## src/hdl/osbc_pkg.sv

```systemverilog
// Constants and types for the oscillator select and boot control block
package osbc_pkg;

  // Register offsets on the plain register port
  localparam logic [7:0] ADDR_MODE     = 8'h03;  // Clock mode register
  localparam logic [7:0] ADDR_XTAL     = 8'h0b;  // Crystal control register
  localparam logic [7:0] ADDR_TRIM     = 8'h0c;  // Fast RC trim register
  localparam logic [7:0] ADDR_STATUS   = 8'h0d;  // Read-only status

  // Field positions
  localparam int XTAL_EN_BIT     = 7;          // Crystal enable
  localparam int XTAL_DRV_HI     = 6;          // Crystal drive field high bit
  localparam int XTAL_DRV_LO     = 5;          // Crystal drive field low bit
  localparam int MODE_FAST_EN    = 4;          // Fast RC enable
  localparam int MODE_SLOW_EN    = 2;          // Slow RC enable

  // Reset values: slow RC undivided as clock, both RC oscillators on
  localparam logic [7:0] MODE_RST      = 8'hf4;
  localparam logic [7:0] XTAL_RST      = 8'h00;
  localparam logic [7:0] TRIM_RST      = 8'h80;

  // Clock mode codes loaded by the trim step
  localparam logic [7:0] MODE_FAST_D2  = 8'h34;
  localparam logic [7:0] MODE_FAST_D4  = 8'h14;
  localparam logic [7:0] MODE_FAST_D8  = 8'h3c;
  localparam logic [7:0] MODE_FAST_D16 = 8'h1c;
  localparam logic [7:0] MODE_FAST_D32 = 8'h7c;
  localparam logic [7:0] MODE_SLOW_D1  = 8'he4;

  // Selector keys formed from mode bits [7:5] and bit 3
  localparam logic [3:0] KEY_FAST_D2   = 4'h2;
  localparam logic [3:0] KEY_FAST_D4   = 4'h0;
  localparam logic [3:0] KEY_FAST_D8   = 4'h3;
  localparam logic [3:0] KEY_FAST_D16  = 4'h1;
  localparam logic [3:0] KEY_FAST_D32  = 4'h7;
  localparam logic [3:0] KEY_SLOW_D1   = 4'he;
  localparam logic [3:0] KEY_XTAL_D1   = 4'ha;

  // Trim step divider straps
  localparam logic [2:0] TDIV_D2       = 3'h0;
  localparam logic [2:0] TDIV_D4       = 3'h1;
  localparam logic [2:0] TDIV_D8       = 3'h2;
  localparam logic [2:0] TDIV_D16      = 3'h3;
  localparam logic [2:0] TDIV_D32      = 3'h4;
  localparam logic [2:0] TDIV_SLOW     = 3'h5;

  // Trim target range in MHz
  localparam logic [4:0] TRIM_MHZ_MIN  = 5'h10;
  localparam logic [4:0] TRIM_MHZ_MAX  = 5'h12;

  // Boot wait in slow RC cycles
  localparam logic [10:0] BOOT_WAIT    = 11'h400;

  // First program address after boot
  localparam logic [9:0] PC_RESET      = 10'h000;

  // Clock sources, Gray ordered
  typedef enum logic [1:0] {
    SRC_SLOW = 2'b00,
    SRC_FAST = 2'b01,
    SRC_XTAL = 2'b11
  } osbc_src_t;

  // Boot phases
  typedef enum logic [0:0] {
    BOOT_WAIT_ST = 1'b0,
    BOOT_RUN_ST  = 1'b1
  } osbc_boot_t;

endpackage : osbc_pkg
```

## src/hdl/osbc_ctrl.sv

```systemverilog
// Oscillator select, divider, boot wait and trim load for the core
//
// Implementation choices: the address map and the strobed register port.
`timescale 1ns/1ps
`default_nettype none
// Behaviour
// Hold core for 1024 slow RC cycles
// Core starts fetching at address zero
// Three independent oscillator enable bits
// After boot both RC on, crystal off; fast RC is off when the trim step loads E4h
// Writable trim register adjusts fast RC
// Trim step supports five dividers, 16-18 MHz
// Codes 34h, 14h, 3Ch pick fast /2,/4,/8
// Codes 1Ch, 7Ch pick fast /16,/32
// Code E4h picks slow RC, fast off
// No trim step: registers kept, bandgap off
// Trim step runs once, at programming
// Software may pick any of three sources
// Mode write switches clock at once; code switches at the end of the current divided period
// Old oscillator off only in later write
// Source change free of runt ticks
module osbc_ctrl (
  // Clock and reset
  input  wire logic       clk,
  input  wire logic       sys_rst,
  // Register port
  input  wire logic [7:0] reg_addr,
  input  wire logic [7:0] reg_wdata,
  input  wire logic       reg_wr,
  input  wire logic       reg_rd,
  output logic      [7:0] reg_rdata,
  // Oscillator levels from the analog cells
  input  wire logic       crystal_osc,
  input  wire logic       fast_rc_osc,
  input  wire logic       slow_rc_osc,
  // Trim directive straps from program memory
  input  wire logic       trim_directive,
  input  wire logic [2:0] trim_div_sel,
  input  wire logic [4:0] trim_target_mhz,
  input  wire logic [7:0] trim_code,
  // Oscillator controls
  output logic            crystal_en,
  output logic      [1:0] crystal_drive,
  output logic            fast_rc_en,
  output logic            slow_rc_en,
  output logic      [7:0] fast_rc_trim,
  output logic            bandgap_en,
  // Core side
  output logic            cpu_run,
  output logic            pc_load,
  output logic      [9:0] pc_start,
  output logic            sys_tick,
  output logic      [1:0] system_clock_choice
);

  // Registers
  logic [7:0]  mode_ff;       // Clock mode register
  logic [7:0]  xtal_ff;       // Crystal control register
  logic [7:0]  trim_ff;       // Fast RC trim register
  logic        bandgap_ff;    // Band-gap switch
  logic        trim_done_ff;  // Trim step applied at boot
  logic        trim_bad_ff;   // Trim straps out of range
  logic [10:0] boot_cnt_ff;   // Slow RC cycles counted
  logic        run_ff;        // Core released
  logic        pc_load_ff;    // Start-address load pulse
  logic [9:0]  pc_ff;         // Start address
  logic [4:0]  div_cnt_ff;    // Divider position
  logic [2:0]  cur_exp_ff;    // Active divide exponent
  logic        tick_ff;       // System clock enable pulse
  logic [7:0]  rdata_ff;      // Read data, one cycle only
  osbc_pkg::osbc_src_t  cur_src_ff;  // Active source
  osbc_pkg::osbc_boot_t boot_ff;     // Boot phase

  // Synchronised oscillator edges; filtered levels are not needed here
  logic xtal_rise;
  logic fast_rise;
  logic slow_rise;

  // One synchroniser per oscillator input
  osbc_edge_sync u_sync_xtal (
    .clk      (clk),
    .sys_rst  (sys_rst),
    .osc_in   (crystal_osc),
    .level_ff (),
    .rise_ff  (xtal_rise)
  );
  osbc_edge_sync u_sync_fast (
    .clk      (clk),
    .sys_rst  (sys_rst),
    .osc_in   (fast_rc_osc),
    .level_ff (),
    .rise_ff  (fast_rise)
  );
  osbc_edge_sync u_sync_slow (
    .clk      (clk),
    .sys_rst  (sys_rst),
    .osc_in   (slow_rc_osc),
    .level_ff (),
    .rise_ff  (slow_rise)
  );

  // Register decode
  wire wr_mode = reg_wr & (reg_addr == osbc_pkg::ADDR_MODE);
  wire wr_xtal = reg_wr & (reg_addr == osbc_pkg::ADDR_XTAL);
  wire wr_trim = reg_wr & (reg_addr == osbc_pkg::ADDR_TRIM);

  // Mode selector key; unknown keys fall back to slow RC undivided
  wire [3:0] sel_key = {mode_ff[7:5], mode_ff[3]};
  wire       key_fast = (sel_key == osbc_pkg::KEY_FAST_D2)  |
                        (sel_key == osbc_pkg::KEY_FAST_D4)  |
                        (sel_key == osbc_pkg::KEY_FAST_D8)  |
                        (sel_key == osbc_pkg::KEY_FAST_D16) |
                        (sel_key == osbc_pkg::KEY_FAST_D32);
  // Requested source, taken from the mode register right after a write
  wire [1:0] sel_src =
    key_fast                              ? osbc_pkg::SRC_FAST :
    (sel_key == osbc_pkg::KEY_XTAL_D1)    ? osbc_pkg::SRC_XTAL :
                                            osbc_pkg::SRC_SLOW;
  // Requested divide exponent
  wire [2:0] sel_exp =
    (sel_key == osbc_pkg::KEY_FAST_D2)  ? 3'h1 :
    (sel_key == osbc_pkg::KEY_FAST_D4)  ? 3'h2 :
    (sel_key == osbc_pkg::KEY_FAST_D8)  ? 3'h3 :
    (sel_key == osbc_pkg::KEY_FAST_D16) ? 3'h4 :
    (sel_key == osbc_pkg::KEY_FAST_D32) ? 3'h5 : 3'h0;

  // Divider against the active source
  wire [4:0] div_last = 5'((6'h01 << cur_exp_ff) - 6'h01);
  wire       cur_rise = (cur_src_ff == osbc_pkg::SRC_FAST) ? fast_rise :
                        (cur_src_ff == osbc_pkg::SRC_XTAL) ? xtal_rise : slow_rise;
  wire       period_end = cur_rise & (div_cnt_ff == div_last);
  wire       switch_pend = (cur_src_ff != sel_src) | (cur_exp_ff != sel_exp);

  // Trim step decode at boot end
  wire       target_ok  = (trim_target_mhz >= osbc_pkg::TRIM_MHZ_MIN) &
                          (trim_target_mhz <= osbc_pkg::TRIM_MHZ_MAX);
  wire       div_ok     = (trim_div_sel <= osbc_pkg::TDIV_SLOW);
  wire [7:0] trim_mode  =
    (trim_div_sel == osbc_pkg::TDIV_D2)  ? osbc_pkg::MODE_FAST_D2  :
    (trim_div_sel == osbc_pkg::TDIV_D4)  ? osbc_pkg::MODE_FAST_D4  :
    (trim_div_sel == osbc_pkg::TDIV_D8)  ? osbc_pkg::MODE_FAST_D8  :
    (trim_div_sel == osbc_pkg::TDIV_D16) ? osbc_pkg::MODE_FAST_D16 :
    (trim_div_sel == osbc_pkg::TDIV_D32) ? osbc_pkg::MODE_FAST_D32 :
                                           osbc_pkg::MODE_SLOW_D1;
  wire       boot_end   = (boot_ff == osbc_pkg::BOOT_WAIT_ST) &
                          (boot_cnt_ff == osbc_pkg::BOOT_WAIT);
  // Directive is a strap, read once at release and never again
  wire       trim_apply = boot_end & trim_directive & target_ok & div_ok;

  // Read mux; unmapped offsets read zero
  wire [7:0] status_word = {run_ff, switch_pend, trim_done_ff, trim_bad_ff,
                            sel_src, cur_src_ff};
  wire [7:0] rd_mux =
    (reg_addr == osbc_pkg::ADDR_MODE)   ? mode_ff :
    (reg_addr == osbc_pkg::ADDR_XTAL)   ? xtal_ff :
    (reg_addr == osbc_pkg::ADDR_TRIM)   ? trim_ff :
    (reg_addr == osbc_pkg::ADDR_STATUS) ? status_word : 8'h00;

  // Boot phase: count slow RC rises, then release the core
  always_ff @(posedge clk or posedge sys_rst)
  begin
    if (sys_rst)
    begin
      boot_ff     <= osbc_pkg::BOOT_WAIT_ST;
      boot_cnt_ff <= 11'h000;
      run_ff      <= 1'b0;
    end
    else
    begin
      unique case (boot_ff)
        osbc_pkg::BOOT_WAIT_ST:
        begin
          // Supply may still settle; no fetch until the count is full
          if (boot_end)
          begin
            boot_ff <= osbc_pkg::BOOT_RUN_ST;
            run_ff  <= 1'b1;
          end
          else if (slow_rise)
            boot_cnt_ff <= boot_cnt_ff + 11'h001;
        end
        // Only a reset returns to the wait
        osbc_pkg::BOOT_RUN_ST:
          run_ff <= 1'b1;
      endcase
    end
  end

  // Mode register; trim step overrides at release only
  always_ff @(posedge clk or posedge sys_rst)
  begin
    if (sys_rst)
      mode_ff <= osbc_pkg::MODE_RST;
    else if (trim_apply)
      mode_ff <= trim_mode;
    else if (wr_mode)
      mode_ff <= reg_wdata;
  end

  // Crystal and trim registers
  always_ff @(posedge clk or posedge sys_rst)
  begin
    if (sys_rst)
    begin
      xtal_ff <= osbc_pkg::XTAL_RST;
      trim_ff <= osbc_pkg::TRIM_RST;
    end
    else
    begin
      // Crystal enable is separate from the RC enables
      if (wr_xtal)
        xtal_ff <= reg_wdata;
      if (trim_apply)
        trim_ff <= trim_code;
      else if (wr_trim)
        trim_ff <= reg_wdata;
    end
  end

  // Trim step outcome and band-gap
  always_ff @(posedge clk or posedge sys_rst)
  begin
    if (sys_rst)
    begin
      bandgap_ff   <= 1'b0;
      trim_done_ff <= 1'b0;
      trim_bad_ff  <= 1'b0;
    end
    else if (boot_end)
    begin
      bandgap_ff   <= trim_apply;
      trim_done_ff <= trim_apply;
      trim_bad_ff  <= trim_directive & ~(target_ok & div_ok);
    end
  end

  // Divider and source handover; a change waits for the old period to
  // finish, then counts edges of the new source, so no short tick.
  // If the old oscillator is stopped first, the handover stalls.
  always_ff @(posedge clk or posedge sys_rst)
  begin
    if (sys_rst)
    begin
      cur_src_ff <= osbc_pkg::SRC_SLOW;
      cur_exp_ff <= 3'h0;
      div_cnt_ff <= 5'h00;
    end
    else if (period_end)
    begin
      cur_src_ff <= osbc_pkg::osbc_src_t'(sel_src);
      cur_exp_ff <= sel_exp;
      div_cnt_ff <= 5'h00;
    end
    else if (cur_rise)
      div_cnt_ff <= div_cnt_ff + 5'h01;
  end

  // Core pulses and read data; each stands for one cycle only
  always_ff @(posedge clk or posedge sys_rst)
  begin
    if (sys_rst)
    begin
      pc_load_ff <= 1'b0;
      pc_ff      <= osbc_pkg::PC_RESET;
      tick_ff    <= 1'b0;
      rdata_ff   <= 8'h00;
    end
    else
    begin
      // Start address loads with release; ticks only after release
      pc_load_ff <= boot_end;
      pc_ff      <= osbc_pkg::PC_RESET;
      tick_ff    <= period_end & run_ff;
      rdata_ff   <= reg_rd ? rd_mux : 8'h00;
    end
  end

  // Outputs straight from flip-flops
  assign reg_rdata           = rdata_ff;
  assign crystal_en          = xtal_ff[osbc_pkg::XTAL_EN_BIT];
  assign crystal_drive       = xtal_ff[osbc_pkg::XTAL_DRV_HI:osbc_pkg::XTAL_DRV_LO];
  assign fast_rc_en          = mode_ff[osbc_pkg::MODE_FAST_EN];
  assign slow_rc_en          = mode_ff[osbc_pkg::MODE_SLOW_EN];
  assign fast_rc_trim        = trim_ff;
  assign bandgap_en          = bandgap_ff;
  assign cpu_run             = run_ff;
  assign pc_load             = pc_load_ff;
  assign pc_start            = pc_ff;
  assign sys_tick            = tick_ff;
  assign system_clock_choice = cur_src_ff;

  // Release only after the full slow RC count
  a_boot_release: assert property (@(posedge clk) disable iff (sys_rst)
    $rose(run_ff) |-> $past(boot_cnt_ff) == osbc_pkg::BOOT_WAIT)
    else $error("core released before boot count");

  // Start address loaded as zero with release
  a_pc_zero_load: assert property (@(posedge clk) disable iff (sys_rst)
    $rose(run_ff) |-> pc_load_ff && pc_ff == 10'h000 ##1 !pc_load_ff)
    else $error("start address not zero at release");

  // Oscillator state at release
  a_boot_osc_state: assert property (@(posedge clk) disable iff (sys_rst)
    $rose(run_ff) |=> slow_rc_en && !crystal_en)
    else $error("oscillator state wrong after boot");

  // Crystal enable follows its own write only
  a_xtal_enable: assert property (@(posedge clk) disable iff (sys_rst)
    wr_xtal |=> crystal_en == $past(reg_wdata[7]) && $stable(mode_ff))
    else $error("crystal enable not independent");

  // Trim register takes software value
  a_trim_write: assert property (@(posedge clk) disable iff (sys_rst)
    (wr_trim && !trim_apply) |=> fast_rc_trim == $past(reg_wdata))
    else $error("trim write lost");

  // Fast /8 code decodes at once
  a_mode_fast8: assert property (@(posedge clk) disable iff (sys_rst)
    (wr_mode && reg_wdata == 8'h3c) |=> sel_src == 2'b01 && sel_exp == 3'h3)
    else $error("fast /8 decode wrong");

  // Fast /32 code decodes at once
  a_mode_fast32: assert property (@(posedge clk) disable iff (sys_rst)
    (wr_mode && reg_wdata == 8'h7c) |=> sel_src == 2'b01 && sel_exp == 3'h5)
    else $error("fast /32 decode wrong");

  // Slow code stops fast RC
  a_mode_slow: assert property (@(posedge clk) disable iff (sys_rst)
    (wr_mode && reg_wdata == 8'he4) |=> !fast_rc_en && slow_rc_en && sel_src == 2'b00)
    else $error("slow code decode wrong");

  // No directive leaves band-gap off and mode register unchanged
  a_no_trim_step: assert property (@(posedge clk) disable iff (sys_rst)
    (boot_end && !trim_directive) |=> !bandgap_en && mode_ff == $past(mode_ff))
    else $error("disabled trim step changed state");

  // Ticks only at the end of an active-source period
  a_tick_clean: assert property (@(posedge clk) disable iff (sys_rst)
    sys_tick |-> $past(cur_rise) && $past(div_cnt_ff) == $past(div_last))
    else $error("runt tick on source change");

endmodule : osbc_ctrl
`default_nettype wire

```

## src/hdl/osbc_edge_sync.sv

```systemverilog
// Three-stage synchroniser with agreement filter and rise detect
`timescale 1ns/1ps
`default_nettype none
module osbc_edge_sync (
  // Clock and reset
  input  wire logic clk,
  input  wire logic sys_rst,
  // Asynchronous oscillator level
  input  wire logic osc_in,
  // Filtered level and one-cycle rise pulse
  output logic      level_ff,
  output logic      rise_ff
);

  logic s1_ff;  // First stage, read only by s2
  logic s2_ff;  // Second stage
  logic s3_ff;  // Third stage

  // A change counts only once stages two and three agree
  logic agree;
  assign agree = (s2_ff == s3_ff);

  // Shift chain
  always_ff @(posedge clk or posedge sys_rst)
  begin
    if (sys_rst)
    begin
      s1_ff <= 1'b0;
      s2_ff <= 1'b0;
      s3_ff <= 1'b0;
    end
    else
    begin
      s1_ff <= osc_in;
      s2_ff <= s1_ff;
      s3_ff <= s2_ff;
    end
  end

  // Filtered level and rise pulse
  always_ff @(posedge clk or posedge sys_rst)
  begin
    if (sys_rst)
    begin
      level_ff <= 1'b0;
      rise_ff  <= 1'b0;
    end
    else
    begin
      level_ff <= agree ? s3_ff : level_ff;
      rise_ff  <= agree & s3_ff & ~level_ff;
    end
  end

endmodule : osbc_edge_sync
`default_nettype wire

```

## config.mk

```make
export PLATFORM = sky130hd
export DESIGN_NAME = osbc_ctrl
export DESIGN_NICKNAME = d
export VERILOG_FILES = /design/src/hdl/osbc_pkg.sv /design/src/hdl/osbc_ctrl.sv /design/src/hdl/osbc_edge_sync.sv
export SDC_FILE = /design/constraint.sdc
export NUM_CORES = 1
export LEC_CHECK = 0
export BUFFER_PORTS_ARGS = -buffer_cell sky130_fd_sc_hd__buf_2
export CAP_MARGIN = 20
export CORE_UTILIZATION = 50
export DETAILED_ROUTE_END_ITERATION = 12
export MAX_ROUTING_LAYER = met4
export PLACE_DENSITY = 0.71
export RECOVER_POWER = 25
export SLEW_MARGIN = 0
export SYNTH_ARGS = -nofsm -noshare
export SYNTH_HDL_FRONTEND = slang
export SYNTH_SLANG_ARGS = --single-unit
```

## constraint.sdc

```tcl
create_clock -name clk -period 3.1 [get_ports clk]
set_input_delay 0.775 -clock clk [delete_from_list [all_inputs] [get_ports clk]]
set_output_delay 0.775 -clock clk [all_outputs]
set_load 0.01 [all_outputs]
```

==> results of run 1 <==
## stage by stage
stage                     hold WS (ns)  total power (µW)  area [µm²]  instances
after floorplan                 0.3312              1594        3781        355
after global placement          0.3349              1703        4108        499
after detailed placement        0.3395              1734        4108        499
after CTS                       0.3581              2468        4303        515
after global routing            0.3657              2594        4299        515
final                           0.3539              2437        4299        515
## power by group through the flow
stage	clock network, µW	logic [µW]	registers (µW)
floorplan	0	423	1170
detailed placement	0	508	1230
finish	724	505	1210
global placement	0	483	1220
CTS	749	510	1210
global route	794	571	1230
## cell families after synthesis
logic type                 after synthesis  share of synthesized area (%)
other                                    1                         0.1001
DFF                                     74                          49.62
and+or+nand+nor                        110                          15.86
buffers and inverters                   40                          6.277
muxes                                   35                          9.883
AOI/OAI and AO/OA                       60                          11.49
xor gates and xnor gates                19                          4.441
adders and majority gates                7                          2.337
## registers in the layout, summed over array words and instances, names as in the netlist, 2 cells and up
name                 flops
boot_cnt_ff             11
fast_rc_trim             8
mode_ff                  8
reg_rdata                8
xtal_ff                  8
div_cnt_ff               5
cur_exp_ff               3
system_clock_choice      2
## final cells by class
cell class	count	area share (%)
clock buffers	10	2.969
inverters	11	0.9604
well taps	99	2.881
multi-input cells	241	39.38
repair buffers	74	8.993
flip-flops and latches	74	43.25
clock inverters	6	1.572
## cell usage after synthesis (9+ instances only)
master	n
dfrtp_1	68
mux2_2	13
nand3_1	10
mux2i_1	19
xnor2_1	9
nor2b_1	10
a22o_1	9
inv_1	11
xor2_1	10
buf_4	13
o21ai_0	20
nor2_1	23
nand2_1	30
## worst min-delay path by stage
stage / from / to
2_1_floorplan: u_sync_fast.s1_ff$_DFF_PP0_ / u_sync_fast.s2_ff$_DFF_PP0_
3_3_place_gp: u_sync_slow.s1_ff$_DFF_PP0_ / u_sync_slow.s2_ff$_DFF_PP0_
3_5_place_dp: u_sync_xtal.s1_ff$_DFF_PP0_ / u_sync_xtal.s2_ff$_DFF_PP0_
4_1_cts: u_sync_xtal.s1_ff$_DFF_PP0_ / u_sync_xtal.s2_ff$_DFF_PP0_
5_1_grt: u_sync_fast.s1_ff$_DFF_PP0_ / u_sync_fast.s2_ff$_DFF_PP0_
6_report: u_sync_fast.s1_ff$_DFF_PP0_ / u_sync_fast.s2_ff$_DFF_PP0_
## metal layers
layer  part of all wire (%)  global-route usage, %
met2                     49                  32.24
met3                    5.7                  4.384
met4                   0.92                  7.038
met1                     44                  28.45
met5                      0                      -
==> impl_metrics.yaml, run 1 <==
clock_network:
  cts_tree: "done"
  post_cts_resized: 0
  hold_buffers: 0
  post_cts_buffers: 0
  clkTransAtPathRegs_ns: 0.08
  insertion_delay_ns: 0.34
  root_buffer: "clkbuf_8"
  htree_levels: 3
  numCtsBuffers: 9
  clock-sinks: 74
  clk_path_buf_depth: 2
global_route:
  grt_pass1_wl_um: 12030
  antenna_found_initial: 0
  grt_start_max_net_pins: 30
  grtUsageTotal_pct: 21.23
  grt_pass1_vias: 2514
  grt_remaining_overflow: 0
pwr:
  power_frac_seq_pct: 49.6
  p_clk_share_pct: 29.7
  leakage_uw: 0.002196
  p_int_uw: 1685
  p_comb_share_pct: 20.7
  power.share.switching_pct: 30.86
  switching_power_uw: 752.2
  peakVddDrop_uv: 489.3
  p_per_area_mw_per_mm2: 567.0
finish:
  final_util_pct: 59.27
  area_growth_pct: 14.72
  final_cell_mix: "68 x dfrtp_1, 66 x buf_2, 30 x nand2_1, 23 x nor2_1, 20 x o21ai_0"
  multi_input_area_mm2: 0.001693
  layout_commonest_cell: "dfrtp_1"
  antenna_cells: 0
  nFillCells: 617
  final_layout_size_suffix_gt1_share_pct: 27.64
  finalNetCount: 458
  regArea_mm2: 0.001859
setup_path:
  cp_slowest_cell: "nor4_2"
  crit_start: "cur_exp_ff[2]$_DFFE_PP0P_"
  ff2ff_path_depth: 7
  crit_family: "simple AND/OR/NAND/NOR gates"
  endpoint: "cur_exp_ff[0]$_DFFE_PP0P_"
  regToRegSetupSlack_ns: 0.40
  crit_required_ns: 3.33
  crit_buf_inv: 0
  cp-end-kind: "flop"
  worstPathArrival_ns: 2.93
  worstPathMaxFanout: 10
  path_class: "flop to flop"
  slowest_delay_ns: 0.57
  worstPathCellList: "or3_1 -> ha_1 -> o211a_1 -> a221oi_2 -> xnor2_1 -> nor4_2 -> mux2_2"
  rr_startpoint: "cur_exp_ff[2]$_DFFE_PP0P_"
  crit-reg2reg-capture: "cur_exp_ff[0]$_DFFE_PP0P_"
  cp.depth: 7
  worst_setup_path_start_kind: "flop"
synth:
  synth_edf_count: 0
  yosysTopAreaCell: "dfrtp_1"
  ys_ff_latch: 74
  yosysWarningCount: 0
  synth_area_mm2: 0.003747
  avgSynthCellArea_um2: 10.83
  synth_top_area_share_pct: 45.41
  ys_dominant_reg_cell: "dfrtp_1"
  ys_seq_area_share_pct: 49.62
  synth_cells: 346
  async_flop_share_pct: 100.0
  synth.distinct_cells: 56
  synth_area_leaders: "dfrtp_1 45%, mux2i_1 5.1%, dfstp_2 4.2%, mux2_2 3.9%, nand2_1 3.0%"
routing:
  via_per_inst: 5.318
  ant_nets: 0
  postRouteWirelength_um: 7429
  routedWlPerCell_um: 14.43
  drt_iter0_drc: 176
  drc: 0
  dr_total_vias: 2739
  first_pass_iters: 4
timing:
  finalHoldViolCount: 0
  slew_viol_final: 0
  fin_crit_ns: 2.704
  finalWorstSetupSlack_ns: 0.3956
  final.period_utilization_pct: 87.24
  tns_ns: 0
  timing.fmax_ghz: 0.3698
  relSlewSlack_pct: 24.85
  tightest_slew_ns: 1.127
  setup_viol: 0
  finClkSkew_ns: 0.008557
  rsz0062_at_grt: "no"
hold_path:
  worstHoldPathType: "flop to flop"
  whs_path_depth: 0
die:
  fp.coreArea_mm2: 0.007253
  initial_core_util_pct: 51.66
  ios: 77
  die-area_mm2: 0.007845
  die_x_um: 88.57
  die_height_um: 88.57
  rows: 31
run_status:
  status: "complete, no violations"
placed_design:
  gp_congestion: 0.8221
  dpl.hpwl_um: 5577
  portBuffers: 66
  place_ws_ns: 0.4044
run:
  cap_violations: 0
(Power assumes the default switching activity.)
==> run 2, diff against run 1 <==
- CTS_BUF_LIST: not set -> sky130_fd_sc_hd__clkbuf_16
==> impl_metrics.yaml, run 2 (synthesis gave the netlist of run 1 again) <==
die:
  die-area_mm2: 0.007845
  die_x_um: 88.57
  rows: 31
  die_height_um: 88.57
  initial_core_util_pct: 51.66
  fp.coreArea_mm2: 0.007253
  ios: 77
global_route:
  grt_pass1_vias: 2500
  grt_remaining_overflow: 0
  grt_start_max_net_pins: 30
  grt_pass1_wl_um: 12080
  antenna_found_initial: 0
  grtUsageTotal_pct: 21.48
clock_network:
  root_buffer: "clkbuf_16"
  clock-sinks: 74
  hold_buffers: 0
  clk_path_buf_depth: 2
  cts_tree: "done"
  post_cts_buffers: 0
  insertion_delay_ns: 0.33
  htree_levels: 3
  numCtsBuffers: 9
  clkTransAtPathRegs_ns: 0.06
  post_cts_resized: 0
finish:
  top_register: "boot_cnt_ff"
  largest_reg_flops: 11
  final_cell_mix: "68 x dfrtp_1, 66 x buf_2, 30 x nand2_1, 23 x nor2_1, 20 x o21ai_0"
  antenna_cells: 0
  area_growth_pct: 17.43
  final_cell_area_mm2: 0.004400
  layout_commonest_cell: "dfrtp_1"
  finalNetCount: 458
  final_layout_size_suffix_gt1_share_pct: 27.64
setup_path:
  regToRegSetupSlack_ns: 0.34
  ff2ff_path_depth: 7
  rr_startpoint: "cur_exp_ff[2]$_DFFE_PP0P_"
  path_class: "flop to flop"
  cp-end-kind: "flop"
  crit_required_ns: 3.31
  worstPathMaxFanout: 10
  crit-reg2reg-capture: "cur_exp_ff[0]$_DFFE_PP0P_"
  worst_setup_path_start_kind: "flop"
  worstPathCellList: "or3_1 -> ha_1 -> o211a_1 -> a221oi_2 -> xnor2_1 -> nor4_2 -> mux2_2"
  cp_slowest_cell: "nor4_2"
  worstPathArrival_ns: 2.97
  slowest_delay_ns: 0.60
run_status:
  status: "complete, no violations"
routing:
  via_per_inst: 5.322
  ant_nets: 0
  drc: 0
  dr_total_vias: 2741
  first_pass_iters: 4
  drt_iter0_drc: 167
  routedWlPerCell_um: 14.76
  postRouteWirelength_um: 7602
hold_path:
  whs_path_depth: 0
  min_to: "u_sync_fast.s2_ff$_DFF_PP0_"
  worstHoldPathType: "flop to flop"
  min_from: "u_sync_fast.s1_ff$_DFF_PP0_"
placed_design:
  dpl_cell_area_mm2: 0.004108
  portBuffers: 66
  dpl.hpwl_um: 5577
  gp_congestion: 0.8221
  place_ws_ns: 0.4044
timing:
  timing.fmax_ghz: 0.3617
  finalWorstSetupSlack_ns: 0.3351
  slew_viol_final: 0
  final.period_utilization_pct: 89.19
  finClkSkew_ns: 0.008714
  setup_viol: 0
  relSlewSlack_pct: 23.62
  rsz0062_at_grt: "no"
  fin_crit_ns: 2.765
  finalHoldViolCount: 0
  tightest_slew_ns: 1.146
  hold_ws_ns: 0.3494
  tns_ns: 0
pwr:
  p_per_area_mw_per_mm2: 618.6
  p_int_uw: 1935
  power_frac_seq_pct: 44.5
  power.share.switching_pct: 28.93
  power_uw: 2722
  leakage_uw: 0.002246
  switching_power_uw: 787.6
  peakVddDrop_uv: 481.7
  p_clk_share_pct: 36.9
  p_comb_share_pct: 18.6
run:
  cap_violations: 0
==> run 2: cell count changes in the layout (fill, tap and decap cells not counted) <==
| cell | change |
|---|---|
| clkbuf_1 | -1 |
| clkbuf_16 | +9 |
| clkbuf_8 | -9 |
| inv_1 | +1 |
==> run 2: cell type report <==
| cell class | instances | area (µm²) |
|---|---|---|
| Multi-Input combinational cell | 241 | 1693 |
| Fill cell | 606 | 2853 |
| Inverter | 11 | 41.29 |
| Clock buffer | 9 | 225.2 |
| Timing Repair Buffer | 74 | 386.6 |
| Tap cell | 99 | 123.9 |
| Clock inverter | 7 | 71.32 |
| Sequential cell | 74 | 1859 |
==> run 2: worst max path at each step <==
stage	startpoint	to	slack (ns)	cells after the start
global placement	cur_exp_ff[2]$_DFFE_PP0P_	cur_exp_ff[0]$_DFFE_PP0P_	0.48	7
floorplan	sys_rst	boot_cnt_ff[0]$_DFFE_PP0P_	0.45	1
CTS	cur_exp_ff[2]$_DFFE_PP0P_	cur_exp_ff[1]$_DFFE_PP0P_	0.32	8
detailed placement	cur_exp_ff[2]$_DFFE_PP0P_	cur_exp_ff[0]$_DFFE_PP0P_	0.40	7
finish	cur_exp_ff[2]$_DFFE_PP0P_	cur_exp_ff[0]$_DFFE_PP0P_	0.34	7
global route	cur_exp_ff[2]$_DFFE_PP0P_	cur_exp_ff[1]$_DFFE_PP0P_	0.18	8
==> run 2: worst max-delay path: cells and delay by family, from the launching register on <==
family,cells,cell delay [ns]
and+or+nand+nor,2,1.01
DFF,1,0.48
muxes,1,0.40
AOI/OAI and AO/OA,2,0.37
adders and majority gates,1,0.27
xor gates and xnor gates,1,0.12
==> run 2: power by group through the flow <==
stage / Clock [µW] / Combinational [µW] / Sequential [µW]
after floorplan: 0 / 423 / 1170
after global placement: 0 / 483 / 1220
after detailed placement: 0 / 508 / 1230
after CTS: 1030 / 512 / 1210
after global routing: 1080 / 572 / 1230
final: 1000 / 506 / 1210
==> run 2: per-layer routing <==
layer / global-route usage, % / wire (µm) / share of wire [%] / vias up
li1: - / - / - / 1320
met1: 28.22 / 3364 / 44 / 1326
met2: 32.73 / 3771 / 50 / 91
met3: 3.825 / 419 / 5.5 / 4
met4: 9.238 / 46 / 0.61 / 0
met5: - / 0 / 0 / -
==> run 2: metrics by stage <==
stage | util, % | cells
2_1_floorplan | - | 355
3_3_place_gp | 56.63 | 499
3_5_place_dp | 56.63 | 499
4_1_cts | 60.72 | 515
5_1_grt | 60.67 | 515
6_report | 60.67 | 515
